<file path="src/fpc_defines.svh">
// Constants for the fault indicator and configuration boot block.
// Assumes a 20 MHz core clock; included by fpc_pkg.sv and every module but tb_top.
`ifndef FPC_DEFINES_SVH
`define FPC_DEFINES_SVH
`define FPC_CLK_HZ 20000000
`define FPC_PWM_HZ 16
`define FPC_PWM_PERIOD (`FPC_CLK_HZ / `FPC_PWM_HZ)
`define FPC_LOW_AMP_PCT 75
`define FPC_OVERSPEED_PCT 50
`define FPC_LOW_AMP_NUM 1
`define FPC_LOW_AMP_DEN 10
`define FPC_RES_SMALL_LIMIT 4096
`define FPC_OVERSPEED_HZ_SMALL 1000
`define FPC_CFG_BYTES 128
`define FPC_I2C_HZ 100000
`define FPC_I2C_QTR (`FPC_CLK_HZ / (4 * `FPC_I2C_HZ))
`define FPC_EE_DEV_WR 8'ha0
`define FPC_EE_DEV_RD 8'ha1
`define FPC_EE_START_ADDR 8'h00
`endif

</file>
<file path="src/fpc_pkg.sv">
// Types shared by the fault indicator and the configuration loader.
// Assumes fpc_defines.svh is reachable by bare name.
`include "fpc_defines.svh"
package fpc_pkg;
   typedef enum logic [1:0] {
      FPC_FLT_NONE = 2'h0,
      FPC_FLT_OVERSPEED = 2'h1,
      FPC_FLT_LOW_AMP = 2'h3,
      FPC_FLT_CFG = 2'h2
   } fpc_fault_e;
   typedef enum logic [3:0] {
      FPC_LD_IDLE = 4'h0,
      FPC_LD_START = 4'h1,
      FPC_LD_BYTE = 4'h3,
      FPC_LD_ACK = 4'h2,
      FPC_LD_RSTART = 4'h6,
      FPC_LD_READ = 4'h7,
      FPC_LD_MACK = 4'h5,
      FPC_LD_STOP = 4'h4,
      FPC_LD_DONE = 4'hc,
      FPC_LD_FAIL = 4'hd
   } fpc_load_e;
endpackage

</file>
<file path="src/fpc_cfg_loader.sv">
// Boot loader: reads the configuration image from a two-wire EEPROM.
// Assumes open-drain scl/sda with pull-ups; sda_i arrives already synchronised.
`timescale 1ns/1ps
`default_nettype none
`include "fpc_defines.svh"
module fpc_cfg_loader #(
   parameter int CFG_BYTES = `FPC_CFG_BYTES,
   parameter int QTR = `FPC_I2C_QTR
) (
   input wire logic core_clk_i,
   input wire logic rstn_i,
   input wire logic sda_i,
   output logic sda_oe_o,
   output logic scl_oe_o,
   output logic cfg_we_o,
   output logic [6:0] cfg_addr_o,
   output logic [7:0] cfg_data_o,
   output logic done_o,
   output logic fail_o
);
   import fpc_pkg::*;
   fpc_load_e st_reg, st_next;
   logic [15:0] q_reg, q_next;
   logic [1:0] ph_reg, ph_next;
   logic [3:0] bit_reg, bit_next;
   logic [7:0] sh_reg, sh_next;
   logic [1:0] step_reg, step_next;
   logic [7:0] cnt_reg, cnt_next;
   logic sda_reg, sda_next, scl_reg, scl_next, we_reg, we_next;
   logic tick;
   assign tick = (q_reg == 16'(QTR - 1));
   // ---------------------------------------------------------------
   // Bit engine: four phases per bit, sda changes only while scl low, except for start and stop.
   // ---------------------------------------------------------------
   always_comb begin
      st_next = st_reg;
      q_next = tick ? 16'h0000 : q_reg + 16'h0001;
      ph_next = ph_reg;
      bit_next = bit_reg;
      sh_next = sh_reg;
      step_next = step_reg;
      cnt_next = cnt_reg;
      sda_next = sda_reg;
      scl_next = scl_reg;
      we_next = 1'b0;
      if (tick) begin
         ph_next = ph_reg + 2'h1;
         case (st_reg)
            FPC_LD_IDLE: begin
               sda_next = 1'b1;
               scl_next = 1'b1;
               if (ph_reg == 2'h3) st_next = FPC_LD_START;
            end
            FPC_LD_START, FPC_LD_RSTART: begin
               if (ph_reg == 2'h0) begin
                  sda_next = 1'b1;
                  scl_next = 1'b1;
               end else if (ph_reg == 2'h1) sda_next = 1'b0;
               else if (ph_reg == 2'h2) scl_next = 1'b0;
               else begin
                  st_next = FPC_LD_BYTE;
                  bit_next = 4'h0;
                  sh_next = (st_reg == FPC_LD_START) ? `FPC_EE_DEV_WR : `FPC_EE_DEV_RD;
               end
            end
            FPC_LD_BYTE, FPC_LD_READ: begin
               if (ph_reg == 2'h0) sda_next = (st_reg == FPC_LD_READ) ? 1'b1 : sh_reg[7];
               else if (ph_reg == 2'h1) scl_next = 1'b1;
               else if (ph_reg == 2'h2) begin
                  if (st_reg == FPC_LD_READ) sh_next = {sh_reg[6:0], sda_i};
               end else begin
                  scl_next = 1'b0;
                  if (st_reg == FPC_LD_BYTE) sh_next = {sh_reg[6:0], 1'b0};
                  bit_next = bit_reg + 4'h1;
                  if (bit_reg == 4'h7) st_next = (st_reg == FPC_LD_BYTE) ? FPC_LD_ACK : FPC_LD_MACK;
               end
            end
            FPC_LD_ACK: begin
               if (ph_reg == 2'h0) sda_next = 1'b1;
               else if (ph_reg == 2'h1) scl_next = 1'b1;
               else if (ph_reg == 2'h2) begin
                  if (sda_i) st_next = FPC_LD_FAIL;
               end else begin
                  scl_next = 1'b0;
                  bit_next = 4'h0;
                  step_next = step_reg + 2'h1;
                  if (step_reg == 2'h0) begin
                     st_next = FPC_LD_BYTE;
                     sh_next = `FPC_EE_START_ADDR;
                  end else if (step_reg == 2'h1) st_next = FPC_LD_RSTART;
                  else st_next = FPC_LD_READ;
               end
            end
            FPC_LD_MACK: begin
               if (ph_reg == 2'h0) begin
                  sda_next = (cnt_reg == 8'(CFG_BYTES - 1)); // Nack the last byte.
                  we_next = 1'b1;
               end else if (ph_reg == 2'h1) scl_next = 1'b1;
               else if (ph_reg == 2'h3) begin
                  scl_next = 1'b0;
                  bit_next = 4'h0;
                  cnt_next = cnt_reg + 8'h01;
                  st_next = (cnt_reg == 8'(CFG_BYTES - 1)) ? FPC_LD_STOP : FPC_LD_READ;
               end
            end
            FPC_LD_STOP: begin
               if (ph_reg == 2'h0) sda_next = 1'b0;
               else if (ph_reg == 2'h1) scl_next = 1'b1;
               else if (ph_reg == 2'h2) sda_next = 1'b1;
               else st_next = FPC_LD_DONE;
            end
            FPC_LD_FAIL: begin
               // Release the bus; the fault is permanent until reset.
               sda_next = 1'b1;
               scl_next = 1'b1;
            end
            FPC_LD_DONE: begin
               sda_next = 1'b1;
               scl_next = 1'b1;
            end
            default: st_next = FPC_LD_FAIL;
         endcase
      end
   end
   always_ff @(posedge core_clk_i) begin
      if (!rstn_i) begin
         st_reg <= FPC_LD_IDLE;
         q_reg <= 16'h0000;
         ph_reg <= 2'h0;
         bit_reg <= 4'h0;
         sh_reg <= 8'h00;
         step_reg <= 2'h0;
         cnt_reg <= 8'h00;
         sda_reg <= 1'b1;
         scl_reg <= 1'b1;
         we_reg <= 1'b0;
      end else begin
         st_reg <= st_next;
         q_reg <= q_next;
         ph_reg <= ph_next;
         bit_reg <= bit_next;
         sh_reg <= sh_next;
         step_reg <= step_next;
         cnt_reg <= cnt_next;
         sda_reg <= sda_next;
         scl_reg <= scl_next;
         we_reg <= we_next;
      end
   end
   assign sda_oe_o = ~sda_reg;
   assign scl_oe_o = ~scl_reg;
   assign cfg_we_o = we_reg;
   assign cfg_addr_o = cnt_reg[6:0];
   assign cfg_data_o = sh_reg;
   assign done_o = (st_reg == FPC_LD_DONE);
   assign fail_o = (st_reg == FPC_LD_FAIL);
endmodule
`default_nettype wire

</file>
<file path="src/fpc_fault_pwm.sv">
// Fault indicator driver with boot-time configuration load.
// Assumes amplitude, frequency and resolution inputs come from the same clock
// domain; the EEPROM data line is a pin and is synchronised here.
`timescale 1ns/1ps
`default_nettype none
`include "fpc_defines.svh"
module fpc_fault_pwm #(
   parameter int PWM_PERIOD = `FPC_PWM_PERIOD,
   parameter int I2C_QTR = `FPC_I2C_QTR,
   parameter int CFG_BYTES = `FPC_CFG_BYTES,
   parameter int AMP_W = 12,
   parameter int FREQ_W = 20
) (
   input wire logic core_clk_i,
   input wire logic rstn_i,
   input wire logic [AMP_W-1:0] amp_i,
   input wire logic [AMP_W-1:0] supply_i,
   input wire logic [FREQ_W-1:0] freq_hz_i,
   input wire logic [FREQ_W-1:0] freq_max_hz_i,
   input wire logic [13:0] resolution_i,
   input wire logic ee_sda_i,
   output logic ee_sda_o,
   output logic ee_sda_oe_o,
   output logic ee_scl_o,
   output logic ee_scl_oe_o,
   output logic fault_n_o,
   output fpc_pkg::fpc_fault_e fault_kind_o,
   output logic cfg_ready_o,
   output logic cfg_we_o,
   output logic [6:0] cfg_addr_o,
   output logic [7:0] cfg_data_o
);
   import fpc_pkg::*;
   // ---------------------------------------------------------------
   // Pin synchroniser and configuration loader.
   // ---------------------------------------------------------------
   logic sda_s1_reg, sda_s2_reg;
   always_ff @(posedge core_clk_i) begin
      if (!rstn_i) begin
         sda_s1_reg <= 1'b1;
         sda_s2_reg <= 1'b1;
      end else begin
         sda_s1_reg <= ee_sda_i;
         sda_s2_reg <= sda_s1_reg;
      end
   end
   logic ld_done, ld_fail;
   fpc_cfg_loader #(
      .CFG_BYTES(CFG_BYTES),
      .QTR(I2C_QTR)
   ) u_loader (
      .core_clk_i(core_clk_i),
      .rstn_i(rstn_i),
      .sda_i(sda_s2_reg),
      .sda_oe_o(ee_sda_oe_o),
      .scl_oe_o(ee_scl_oe_o),
      .cfg_we_o(cfg_we_o),
      .cfg_addr_o(cfg_addr_o),
      .cfg_data_o(cfg_data_o),
      .done_o(ld_done),
      .fail_o(ld_fail)
   );
   assign ee_sda_o = 1'b0;
   assign ee_scl_o = 1'b0;
   assign cfg_ready_o = ld_done;
   // ---------------------------------------------------------------
   // Fault detection.
   // ---------------------------------------------------------------
   function automatic logic over_speed(input logic [FREQ_W-1:0] f,
                                       input logic [FREQ_W-1:0] fmax,
                                       input logic [13:0] res);
      logic [FREQ_W-1:0] lim;
      lim = (res < 14'(`FPC_RES_SMALL_LIMIT)) ? FREQ_W'(`FPC_OVERSPEED_HZ_SMALL) : fmax;
      return f > lim;
   endfunction
   logic low_amp, fast;
   // One-sided compare: a strong signal never flags.
   assign low_amp = ({4'h0, amp_i} * (AMP_W + 4)'(`FPC_LOW_AMP_DEN))
                    < ({4'h0, supply_i} * (AMP_W + 4)'(`FPC_LOW_AMP_NUM));
   assign fast = over_speed(freq_hz_i, freq_max_hz_i, resolution_i);
   // ---------------------------------------------------------------
   // Fault selection and 16 Hz PWM.
   // ---------------------------------------------------------------
   fpc_fault_e kind_reg, kind_next;
   logic [23:0] per_reg, per_next;
   logic out_reg, out_next;
   logic [23:0] low_len;
   always_comb begin
      if (!ld_done && !ld_fail) kind_next = FPC_FLT_NONE;
      else if (ld_fail) kind_next = FPC_FLT_CFG;
      else if (low_amp) kind_next = FPC_FLT_LOW_AMP;
      else if (fast) kind_next = FPC_FLT_OVERSPEED;
      else kind_next = FPC_FLT_NONE;
      per_next = (per_reg == 24'(PWM_PERIOD - 1)) ? 24'h000000 : per_reg + 24'h000001;
      case (kind_reg)
         FPC_FLT_LOW_AMP: low_len = 24'(PWM_PERIOD * `FPC_LOW_AMP_PCT / 100);
         FPC_FLT_OVERSPEED: low_len = 24'(PWM_PERIOD * `FPC_OVERSPEED_PCT / 100);
         default: low_len = 24'h000000;
      endcase
      case (kind_reg)
         FPC_FLT_NONE: out_next = 1'b1;
         FPC_FLT_CFG: out_next = 1'b0;
         default: out_next = (per_reg >= low_len);
      endcase
   end
   always_ff @(posedge core_clk_i) begin
      if (!rstn_i) begin
         kind_reg <= FPC_FLT_NONE;
         per_reg <= 24'h000000;
         out_reg <= 1'b1;
      end else begin
         kind_reg <= kind_next;
         per_reg <= per_next;
         out_reg <= out_next;
      end
   end
   assign fault_n_o = out_reg;
   assign fault_kind_o = kind_reg;
endmodule
`default_nettype wire

</file>
<file path="config.mk">
export PLATFORM = sky130hd
export DESIGN_NAME = fpc_fault_pwm
export DESIGN_NICKNAME = d
export VERILOG_FILES = /design/src/fpc_pkg.sv /design/src/fpc_cfg_loader.sv /design/src/fpc_fault_pwm.sv
export VERILOG_INCLUDE_DIRS = /design/src
export SDC_FILE = /design/constraint.sdc
export NUM_CORES = 1
export LEC_CHECK = 0
export BUFFER_PORTS_ARGS = -buffer_cell sky130_fd_sc_hd__buf_2
export CAP_MARGIN = 20
export CORE_MARGIN = 1
export CORE_UTILIZATION = 30
export DETAILED_ROUTE_END_ITERATION = 12
export HOLD_SLACK_MARGIN = 0.08
export SLEW_MARGIN = 20
export SYNTH_ARGS = -nofsm -noshare
export SYNTH_HDL_FRONTEND = slang
export SYNTH_SLANG_ARGS = --single-unit
</file>
<file path="constraint.sdc">
create_clock -name core_clk_i -period 4.55 [get_ports core_clk_i]
set_input_delay 0.455 -clock core_clk_i [delete_from_list [all_inputs] [get_ports core_clk_i]]
set_output_delay 0.455 -clock core_clk_i [all_outputs]
set_load 0.01 [all_outputs]
</file>
Word-level counts from Yosys, hierarchy flattened
Index checks and enable logic that the tools add are counted.
{"block": "totals", "inputBits": 81, "regBits": 76, "out_inout_bits": 24}
{"block": "classes", "muxes": 76, "eq_ne": 56, "add_sub_neg": 6, "reduce_logical": 29, "n_mul": 1, "n_bitwise": 7, "magnitude_cmp": 4}
{"op": "$mux W4", "count": 28}
{"op": "$mux W8", "count": 12}
{"op": "$pmux W20 S2", "count": 1}
{"op": "$ne A2 B2 Y1 const B", "count": 18}
{"op": "$pmux W4 S7", "count": 1}
{"op": "$add A24 B1 Y24 const B", "count": 1}
{"op": "$eq A24 B21 Y1 const B", "count": 1}
{"op": "$ge A24 B24 Y1", "count": 1}
{"op": "$mux W1", "count": 24}
{"op": "$pmux W8 S3", "count": 1}
{"op": "$eq A4 B3 Y1 const B", "count": 5}
{"op": "$gt A20 B20 Y1", "count": 1}
{"op": "$mux W20", "count": 1}
{"op": "$reduce_and A19 Y1", "count": 1}
{"op": "$add A16 B1 Y16 const B", "count": 1}
{"op": "$eq A16 B6 Y1 const B", "count": 1}
{"op": "$lt A16 B12 Y1", "count": 1}
{"op": "$ne A2 B1 Y1 const B", "count": 8}
{"op": "$mul A12 B3 Y15 const B", "count": 1}
{"op": "$ne A3 B1 Y1 const B", "count": 5}
{"op": "$lt A14 B13 Y1 const B", "count": 1}
{"op": "$reduce_and A13 Y1", "count": 1}
{"op": "$ne A3 B2 Y1 const B", "count": 4}
{"op": "$pmux W4 S3", "count": 1}
{"op": "30 further kinds", "count": 59}

Longest topological paths before layout
Gate-level depths: netlist of the first run.
{"block": "depth", "ltp_word": 7, "depth_mapped": 13, "mapped_depth_nobuf": 13}

Cells and area by module
Synthesis of the first run repeated with hierarchy kept, for this count alone.
{"block": "unflattened", "hier_cells": 719, "area_unflattened_um2": 5821.8}
{"mod": "fpc_fault_pwm", "instances": 1, "cells_per_inst": 368, "seq_area_each_um2": 580.6, "area_per_inst_um2": 2976.6}
{"mod": "fpc_cfg_loader", "instances": 1, "cells_per_inst": 351, "seq_area_each_um2": 940.9, "area_per_inst_um2": 2845.2}

Worst setup path before layout of the first run
Ideal clock, no wire load.
{"block": "synth_timing", "kind": "input-to-reg", "startpoint": "in amp_i[1]", "endpoint": "reg kind_reg[1] (netlist: fault_kind_o[1])", "required_time_ps": 4476, "setup_slack_ps": 1277, "path_stages": 13, "arrival_time_ps": 3199, "path_cell_list": "ha_1 -> ha_1 -> fa_1 -> a21o_1 -> a221o_1 -> xor2_1 -> ha_1 -> nand2_1 -> o21ai_0 -> a2111oi_0 -> o31a_1 -> nand4_1 -> o21ai_0"}
{"block": "synth_between", "elab_chain_cells": 4}
{"element": "from (decl)", "line": "fpc_fault_pwm.sv:16", "rtl": "input wire logic [AMP_W-1:0] amp_i,"}
{"element": "$mul A12 B3 Y15", "line": "fpc_fault_pwm.sv:78", "rtl": "assign low_amp = ({4'h0, amp_i} * (AMP_W + 4)'(`FPC_LOW_AMP_DEN))"}
{"element": "$lt A16 B12 Y1", "line": "fpc_fault_pwm.sv:78"}
{"element": "$mux W2", "line": "fpc_fault_pwm.sv:91", "rtl": "else if (low_amp) kind_next = FPC_FLT_LOW_AMP;"}
{"element": "$mux W2", "line": "fpc_fault_pwm.sv:90", "rtl": "else if (ld_fail) kind_next = FPC_FLT_CFG;"}
{"element": "to (signal assigned)", "line": "fpc_fault_pwm.sv:112", "rtl": "kind_reg <= kind_next;"}
{"element": "to (decl)", "line": "fpc_fault_pwm.sv:84", "rtl": "fpc_fault_e kind_reg, kind_next;"}
Every way passes these cells.
A chain may end at the register's enable or synchronous reset.

Final worst setup path of the first run
Ends and elaborated chain as after synthesis.

==> metrics.md, run 1 <==
| Metric | Value |
|---|---|
| Register-to-register setup slack | 1.50 ns |
| Number of cells on the worst hold path | 2 |
| HPWL after DPL | 9780 um |
| Average wire per standard cell | 12.9 um |
| Maximum vdd drop | 135 uV |
| Total iterations of the first detailed-routing run | 5 |
| Number of cells produced by synthesis | 699 |
| Number of H-tree levels | 3 |
| Combinational Power Share | 0.141 |
| Worst slew margin | 0.375 |
| Die Span Y | 140 um |
| Warnings from Yosys | 0 |
| Total track usage | 0.139 |
| Switching part of the total | 0.239 |
| Number of filler instances in the final layout | 1963 |
| Maximum clock frequency | 312 MHz |
| Post-synth top flop | sky130_fd_sc_hd__dfxtp_1 |
| Avg Cell Area, Syn | 8.16 sq um |
| Max-capacitance violation count | 0 |
| Number of resized instances in the post-cts repair step | 0 |
| Crit-path most repeated cell | sky130_fd_sc_hd__ha_1 |
| Total I/O pin count | 105 |
| Area growth from synthesis to layout | 16.2% |
| Distinct cells, synth | 64 |
| Synth Register Bits | 76 |
| Critical Path Source | amp_i[1] |
| Slew of the pin with the lowest slew margin | 0.937 ns |
| Category of the worst setup path capture point | register |
| Total wire length after detailed routing | 13000 um |
| Number of global-route vias before repair | 4694 |
| Average via count per standard cell | 5.00 |
| Core occupancy in the finished layout | 0.355 |
| CP Cell Sequence | buf_2 > ha_1 > ha_1 > fa_1 > a21o_1 > a221o_1 > xor2_1 > ha_1 > nand2_1 > o21ai_0 > a2111oi_0 > o31a_1 > nand4_1 > o21ai_0 |
| Max Clock Skew | 0.00829 ns |
| Critical hold path startpoint | ee_sda_i |
| Post-route clock period utilization | 0.705 |
| Top cells by instance count after synthesis | sky130_fd_sc_hd__ha_1, sky130_fd_sc_hd__dfxtp_1, sky130_fd_sc_hd__nand2_1 |
| Clock root cell | sky130_fd_sc_hd__clkbuf_16 |
| Site Rows | 50 |
| Endpoints failing hold | 0 |
| Most frequent cell after synthesis | sky130_fd_sc_hd__ha_1 |
| Part of the power in the clock network | 0.460 |
| Worst setup slack before clock tree synthesis | 0.960 ns |
| Multi-input gate area | 3890 sq um |
| Post-route DRC violation count | 0 |
| Portion of synthesized cell area occupied by the leading cell type | 0.267 |
| Highest fanout seen on the critical path | 3 |
| Clock sinks | 76 |
| Startpoint of the worst register-to-register path | u_loader.st_reg[0] |
| Placeable Area | 18600 sq um |
| Final Total Pwr | 1700 uW |
| Setup repair bufs after CTS | 0 |
| Clock transition at the registers of the reported paths | 0.06 ns |
| Count of buffering cells on the critical path with inverters included | 1 |
| Die area | 19600 sq um |
| Total internal power | 1290 uW |
| Final setup vio count | 0 |
| Initial antenna violation count | 0 |
| Net switching component of the power | 405 uW |
| RSZ-0062 raised after global routing | false |
| Cell area after synthesis | 5700 sq um |
| Initial DRC Count | 350 |
| Number of pins with negative max-slew slack in the final report | 0 |
| Count of antenna diodes in the layout | 0 |
| Aggregate negative setup slack | 0 ns |
| CP max stage cell | sky130_fd_sc_hd__fa_1 |
| Total gr overflow | 0 |
| Category of the worst setup path launch point | input pin |
| Hold-fix buffer count after cts | 0 |
| Number of vias in the routed layout | 5028 |
| Sequential-to-total area share from yosys stat | 0.267 |
| TritonCTS Buffers | 9 |
| Proportion of register bits with asynchronous set or reset after synthesis | 0 |
| Required arrival time at the worst endpoint | 4.82 ns |
| Post-layout nets | 927 |
| Pin count of the biggest net entering global routing | 41 |
| Reg2reg end | u_loader.cnt_reg[6] |
| Crit-path leading delay family | compound AO/OA/AOI/OAI gates |
| Hold/Removal Path Class | input pin to register |
| Number of nets still failing antenna checks after routing | 0 |
| Sequential Power Share | 0.399 |
| Minimum clock period | 3.21 ns |
| Crit Path Category | input pin to register |
| Smallest hold slack | 0.297 ns |
| Max FFs per register | 24 |
| Power per cell area | 256 nW/um^2 |
| GPL Wtd Cong | 0.805 |
| Die width | 140 um |
| Layout cell share with drive strength beyond 1 | 0.154 |
| TritonCTS clock tree | yes |
| Setup slack after layout | 1.34 ns |
| Run status | finished, final reports clean |
| Crit-path max cell delay | 0.41 ns |
| Worst Reg2Reg Path Length in Cells | 6 |
| Area of all sequential standard cells | 1520 sq um |
| Most area-consuming cells after synthesis | sky130_fd_sc_hd__dfxtp_1, sky130_fd_sc_hd__ha_1, sky130_fd_sc_hd__nand2_1, sky130_fd_sc_hd__xor2_1, sky130_fd_sc_hd__nor2_1 |
| First-pass GRT wire length | 22100 um |
| Port Buffers | 90 |
| Hold endpoint | sda_s1_reg |
| Synth area leader | sky130_fd_sc_hd__dfxtp_1 |
| Initial core utilization | 0.306 |
| Worst-skew pair later-pin latency | 0.34 ns |
| Critical path data arrival time | 3.48 ns |
| EDFF count, synth | 0 |
| Lkg Pwr | 0.00282 uW |
| Buffer levels on the longest clock path | 2 |
-- worst max path at each step --
stage	to	cells past startpoint
floorplan	fault_kind_o[1]	13
global placement	fault_kind_o[1]	14
detailed placement	fault_kind_o[1]	14
CTS	fault_kind_o[1]	14
global route	fault_kind_o[1]	14
finish	fault_kind_o[1]	14
-- layer usage --
layer	vias to the layer above	global-route usage	wire, um
li1	2628	-	-
met1	2271	0.177	6280
met2	107	0.223	5760
met3	22	0.0379	625
met4	0	0.0509	296
met5	-	0	0
-- kinds of logic (layout without fill, tap and decap cells) --
kind of cell | count (synthesis) | after routing | synth area share
other cells | 1 | 2 | 0.000658
xor+xnor | 43 | 43 | 0.0661
buf+inv | 71 | 142 | 0.0535
fa+ha+maj | 79 | 79 | 0.175
mux | 10 | 10 | 0.0178
flops | 76 | 76 | 0.267
compound gates | 137 | 137 | 0.158
simple gates | 282 | 282 | 0.262
-- cell usage in the layout (no fill, tap or decap), types with 3 or more instances in the layout --
cell | synthesis | routed
sky130_fd_sc_hd__or4_1 | 3 | 3
sky130_fd_sc_hd__and3_1 | 15 | 15
sky130_fd_sc_hd__o211ai_1 | 5 | 5
sky130_fd_sc_hd__ha_1 | 78 | 78
sky130_fd_sc_hd__inv_1 | 35 | 35
sky130_fd_sc_hd__a31oi_1 | 4 | 4
sky130_fd_sc_hd__and2_1 | 12 | 12
sky130_fd_sc_hd__nor2_1 | 56 | 56
sky130_fd_sc_hd__o21a_1 | 5 | 5
sky130_fd_sc_hd__o2bb2ai_1 | 3 | 3
sky130_fd_sc_hd__and4_1 | 4 | 4
sky130_fd_sc_hd__nor2b_1 | 20 | 20
sky130_fd_sc_hd__a21oi_1 | 32 | 32
sky130_fd_sc_hd__nor3_1 | 15 | 15
sky130_fd_sc_hd__nand3_1 | 22 | 22
sky130_fd_sc_hd__xnor2_1 | 15 | 15
sky130_fd_sc_hd__a21boi_0 | 7 | 7
sky130_fd_sc_hd__a221oi_1 | 3 | 3
sky130_fd_sc_hd__nor4b_1 | 5 | 5
sky130_fd_sc_hd__a21o_1 | 11 | 11
sky130_fd_sc_hd__xor2_1 | 28 | 28
sky130_fd_sc_hd__mux2i_1 | 9 | 9
sky130_fd_sc_hd__nand4_1 | 20 | 20
sky130_fd_sc_hd__buf_2 | 4 | 90
sky130_fd_sc_hd__a21boi_1 | 5 | 5
sky130_fd_sc_hd__nand2b_1 | 8 | 8
sky130_fd_sc_hd__a211oi_1 | 5 | 5
sky130_fd_sc_hd__dfxtp_1 | 76 | 76
sky130_fd_sc_hd__nor4_1 | 6 | 6
sky130_fd_sc_hd__or3_1 | 13 | 13
sky130_fd_sc_hd__nand2_1 | 70 | 70
sky130_fd_sc_hd__clkbuf_16 | 0 | 9
sky130_fd_sc_hd__o21ai_0 | 30 | 30
-- final cells by class --
| class | count | share of cell area |
|---|---|---|
| clock buffers | 11 | 0.0381 |
| clock inverters | 4 | 0.0110 |
| inverters | 35 | 0.0198 |
| multi-input cells | 553 | 0.587 |
| flip-flops and latches | 76 | 0.230 |
| well taps | 234 | 0.0442 |
| repair buffers | 92 | 0.0702 |
-- power groups by stage --
stage	clock network [uW]	registers, uW	logic, uW
finish	781	676	239
global route	834	676	280
CTS	803	676	243
detailed placement	0	691	241
global placement	0	690	238
floorplan	0	689	170
-- metrics by stage --
| step | cell area [sq um] | std cells |
|---|---|---|
| floorplan | 5710 | 700 |
| global placement | 6300 | 990 |
| detailed placement | 6300 | 990 |
| CTS | 6630 | 1005 |
| global route | 6630 | 1005 |
| finish | 6630 | 1005 |
No activity file was read; power rests on OpenSTA's default activity.
==> inputs of run 2 (changes only) <==
==> constraint.sdc (replaced) <==
create_clock -name core_clk_i -period 2.7 [get_ports core_clk_i]
set_input_delay 0.27 -clock core_clk_i [delete_from_list [all_inputs] [get_ports core_clk_i]]
set_output_delay 0.27 -clock core_clk_i [all_outputs]
set_load 0.01 [all_outputs]
==> run 2 against run 1 <==
Compared with the run above: clock power increased by 40%; clock skew barely moved; worst setup slack worse by 1.3 ns; count of clock-buffer cells in the layout down 1; via count rose by 3.7%; critical path depth unchanged; global-route usage up 0.54 points; register-to-register slack lost 1.3 ns; die area unchanged; first-iteration DRC count decreased by 30%; utilization increased by 1.8 points; combinational power rose by 100%; critical endpoint is now fault_kind_o[0]; largest power group is now registers.
==> metrics.md, run 2 (same netlist as run 1, synthesis figures left out) <==
| Metric | Value |
|---|---|
| Run status | finished, final reports clean |
| Most common cell after layout, fill and taps aside | sky130_fd_sc_hd__buf_2 |
| Crit-path max cell delay | 0.36 ns |
| Switching part of the total | 0.260 |
| Pin count of the biggest net entering global routing | 28 |
| Category of the worst setup path launch point | input pin |
| Core occupancy in the finished layout | 0.374 |
| Power per cell area | 390 nW/um^2 |
| Category of the worst setup path capture point | register |
| Site Rows | 50 |
| Number of nets still failing antenna checks after routing | 0 |
| Initial core utilization | 0.306 |
| Number of global-route vias before repair | 4883 |
| Die area | 19600 sq um |
| Average wire per standard cell | 13.3 um |
| Max-capacitance violation count | 0 |
| Initial DRC Count | 246 |
| Most frequent cells in the layout | sky130_fd_sc_hd__buf_2, sky130_fd_sc_hd__dfxtp_1, sky130_fd_sc_hd__ha_1 |
| Endpoints failing hold | 0 |
| Crit-path most repeated cell | sky130_fd_sc_hd__ha_4 |
| Total wire length after detailed routing | 13800 um |
| Count of antenna diodes in the layout | 0 |
| Net switching component of the power | 707 uW |
| Worst Reg2Reg Path Length in Cells | 7 |
| Total internal power | 2010 uW |
| Critical Path Source | amp_i[1] |
| Final setup vio count | 0 |
| Maximum vdd drop | 220 uV |
| Clock root cell | sky130_fd_sc_hd__clkbuf_16 |
| Total track usage | 0.144 |
| Post-layout nets | 962 |
| TritonCTS Buffers | 9 |
| Layout cell share with drive strength beyond 1 | 0.206 |
| RSZ-0062 raised after global routing | true |
| Die Span Y | 140 um |
| Final Total Pwr | 2720 uW |
| Die width | 140 um |
| HPWL after DPL | 10600 um |
| Maximum clock frequency | 375 MHz |
| Max FFs per register | 24 |
| Clock sinks | 76 |
| Critical hold path startpoint | ee_sda_i |
| Total iterations of the first detailed-routing run | 5 |
| Total I/O pin count | 105 |
| Post-route DRC violation count | 0 |
| Max Clock Skew | 0.00829 ns |
| Clock transition at the registers of the reported paths | 0.06 ns |
| Total gr overflow | 0 |
| CP Cell Sequence | buf_8 > ha_4 > ha_4 > fa_2 > a21o_1 > a221o_1 > xor2_1 > ha_1 > nand2_1 > o21ai_2 > a2111oi_2 > o31a_1 > nand4_1 > o2bb2ai_2 |
| Combinational Power Share | 0.180 |
| Placeable Area | 18600 sq um |
| Crit Path Category | input pin to register |
| Startpoint of the worst register-to-register path | u_loader.ph_reg[0] |
| Post-route clock period utilization | 0.988 |
| Part of the power in the clock network | 0.401 |
| GPL Wtd Cong | 0.857 |
| CP max stage cell | sky130_fd_sc_hd__fa_2 |
| Highest fanout seen on the critical path | 2 |
| Worst slew margin | 0.644 |
| Worst-skew pair later-pin latency | 0.34 ns |
| Slew of the pin with the lowest slew margin | 0.533 ns |
| Average via count per standard cell | 5.02 |
| Sequential Power Share | 0.419 |
| TritonCTS clock tree | yes |
| Hold-fix buffer count after cts | 0 |
| Lkg Pwr | 0.00297 uW |
| First-pass GRT wire length | 23200 um |
| Port Buffers | 90 |
| Buffer levels on the longest clock path | 2 |
| Initial antenna violation count | 0 |
| Number of pins with negative max-slew slack in the final report | 0 |
| Number of H-tree levels | 3 |
| Number of cells on the worst hold path | 2 |
| Required arrival time at the worst endpoint | 2.97 ns |
| Minimum clock period | 2.67 ns |
| Hold/Removal Path Class | input pin to register |
| Critical path data arrival time | 2.94 ns |
| Number of vias in the routed layout | 5212 |
| Area growth from synthesis to layout | 22.2% |
[run 2: layout make-up]
class	count	area [sq um]
clock buffer	10	239
clock inverter	4	27.5
multi-input combinational	553	4010
inverter	35	131
timing repair buffer	127	744
sequential	76	1520
fill	1962	11700
tap	234	293
[run 2: what timing repair did]
| action | in CTS | in global routing |
|---|---|---|
| setup endpoints to repair | 2 | 3 |
| buffers inserted | 0 | 2 |
| resized for setup | 3 | 14 |
| pin swaps | 2 | 3 |
[run 2: power by group through the flow]
| stage | Clock, uW | Combinational (uW) | Sequential (uW) |
|---|---|---|---|
| 2_1_floorplan | 0 | 292 | 1160 |
| 3_3_place_gp | 0 | 444 | 1160 |
| 3_5_place_dp | 0 | 448 | 1160 |
| 4_1_cts | 1130 | 461 | 1140 |
| 5_1_grt | 1180 | 558 | 1140 |
| 6_report | 1090 | 489 | 1140 |
[run 2: final timing paths]
kind         slack (ns)                   to
max reg2reg        0.23  u_loader.bit_reg[2]
max                0.03      fault_kind_o[0]
min reg2reg        0.41           sda_s2_reg
min                0.14           sda_s1_reg
[run 2: through the flow]
step           setup TNS, ns  hold slack [ns]  cell area [sq um]  setup WS (ns)  instances
2_1_floorplan         -0.193            0.371               5740         -0.107        700
3_3_place_gp          -0.731            0.395               6580         -0.375       1023
3_5_place_dp          -0.941            0.407               6580         -0.506       1023
4_1_cts                    0            0.135               6860        0.00742       1037
5_1_grt               -0.200            0.145               6970         -0.104       1039
6_report                   0            0.137               6970         0.0313       1039
[run 2: routing by layer]
metal  share of wire  vias to the layer above  global-route usage
li1                -                     2686                   -
met1            0.47                     2388               0.187
met2            0.46                      123               0.239
met3           0.051                       15              0.0341
met4           0.010                        0              0.0388
met5               0                        -                   0
[run 2: critical path, delay by kind of cell]
kind | cells | cell delay (ns)
AO/OA/AOI/OAI | 6 | 1.14
adder cells (fa/ha/maj) | 4 | 1.06
AND/OR/NAND/NOR | 2 | 0.20
XOR/XNOR | 1 | 0.15
buffers and inverters | 1 | 0.10
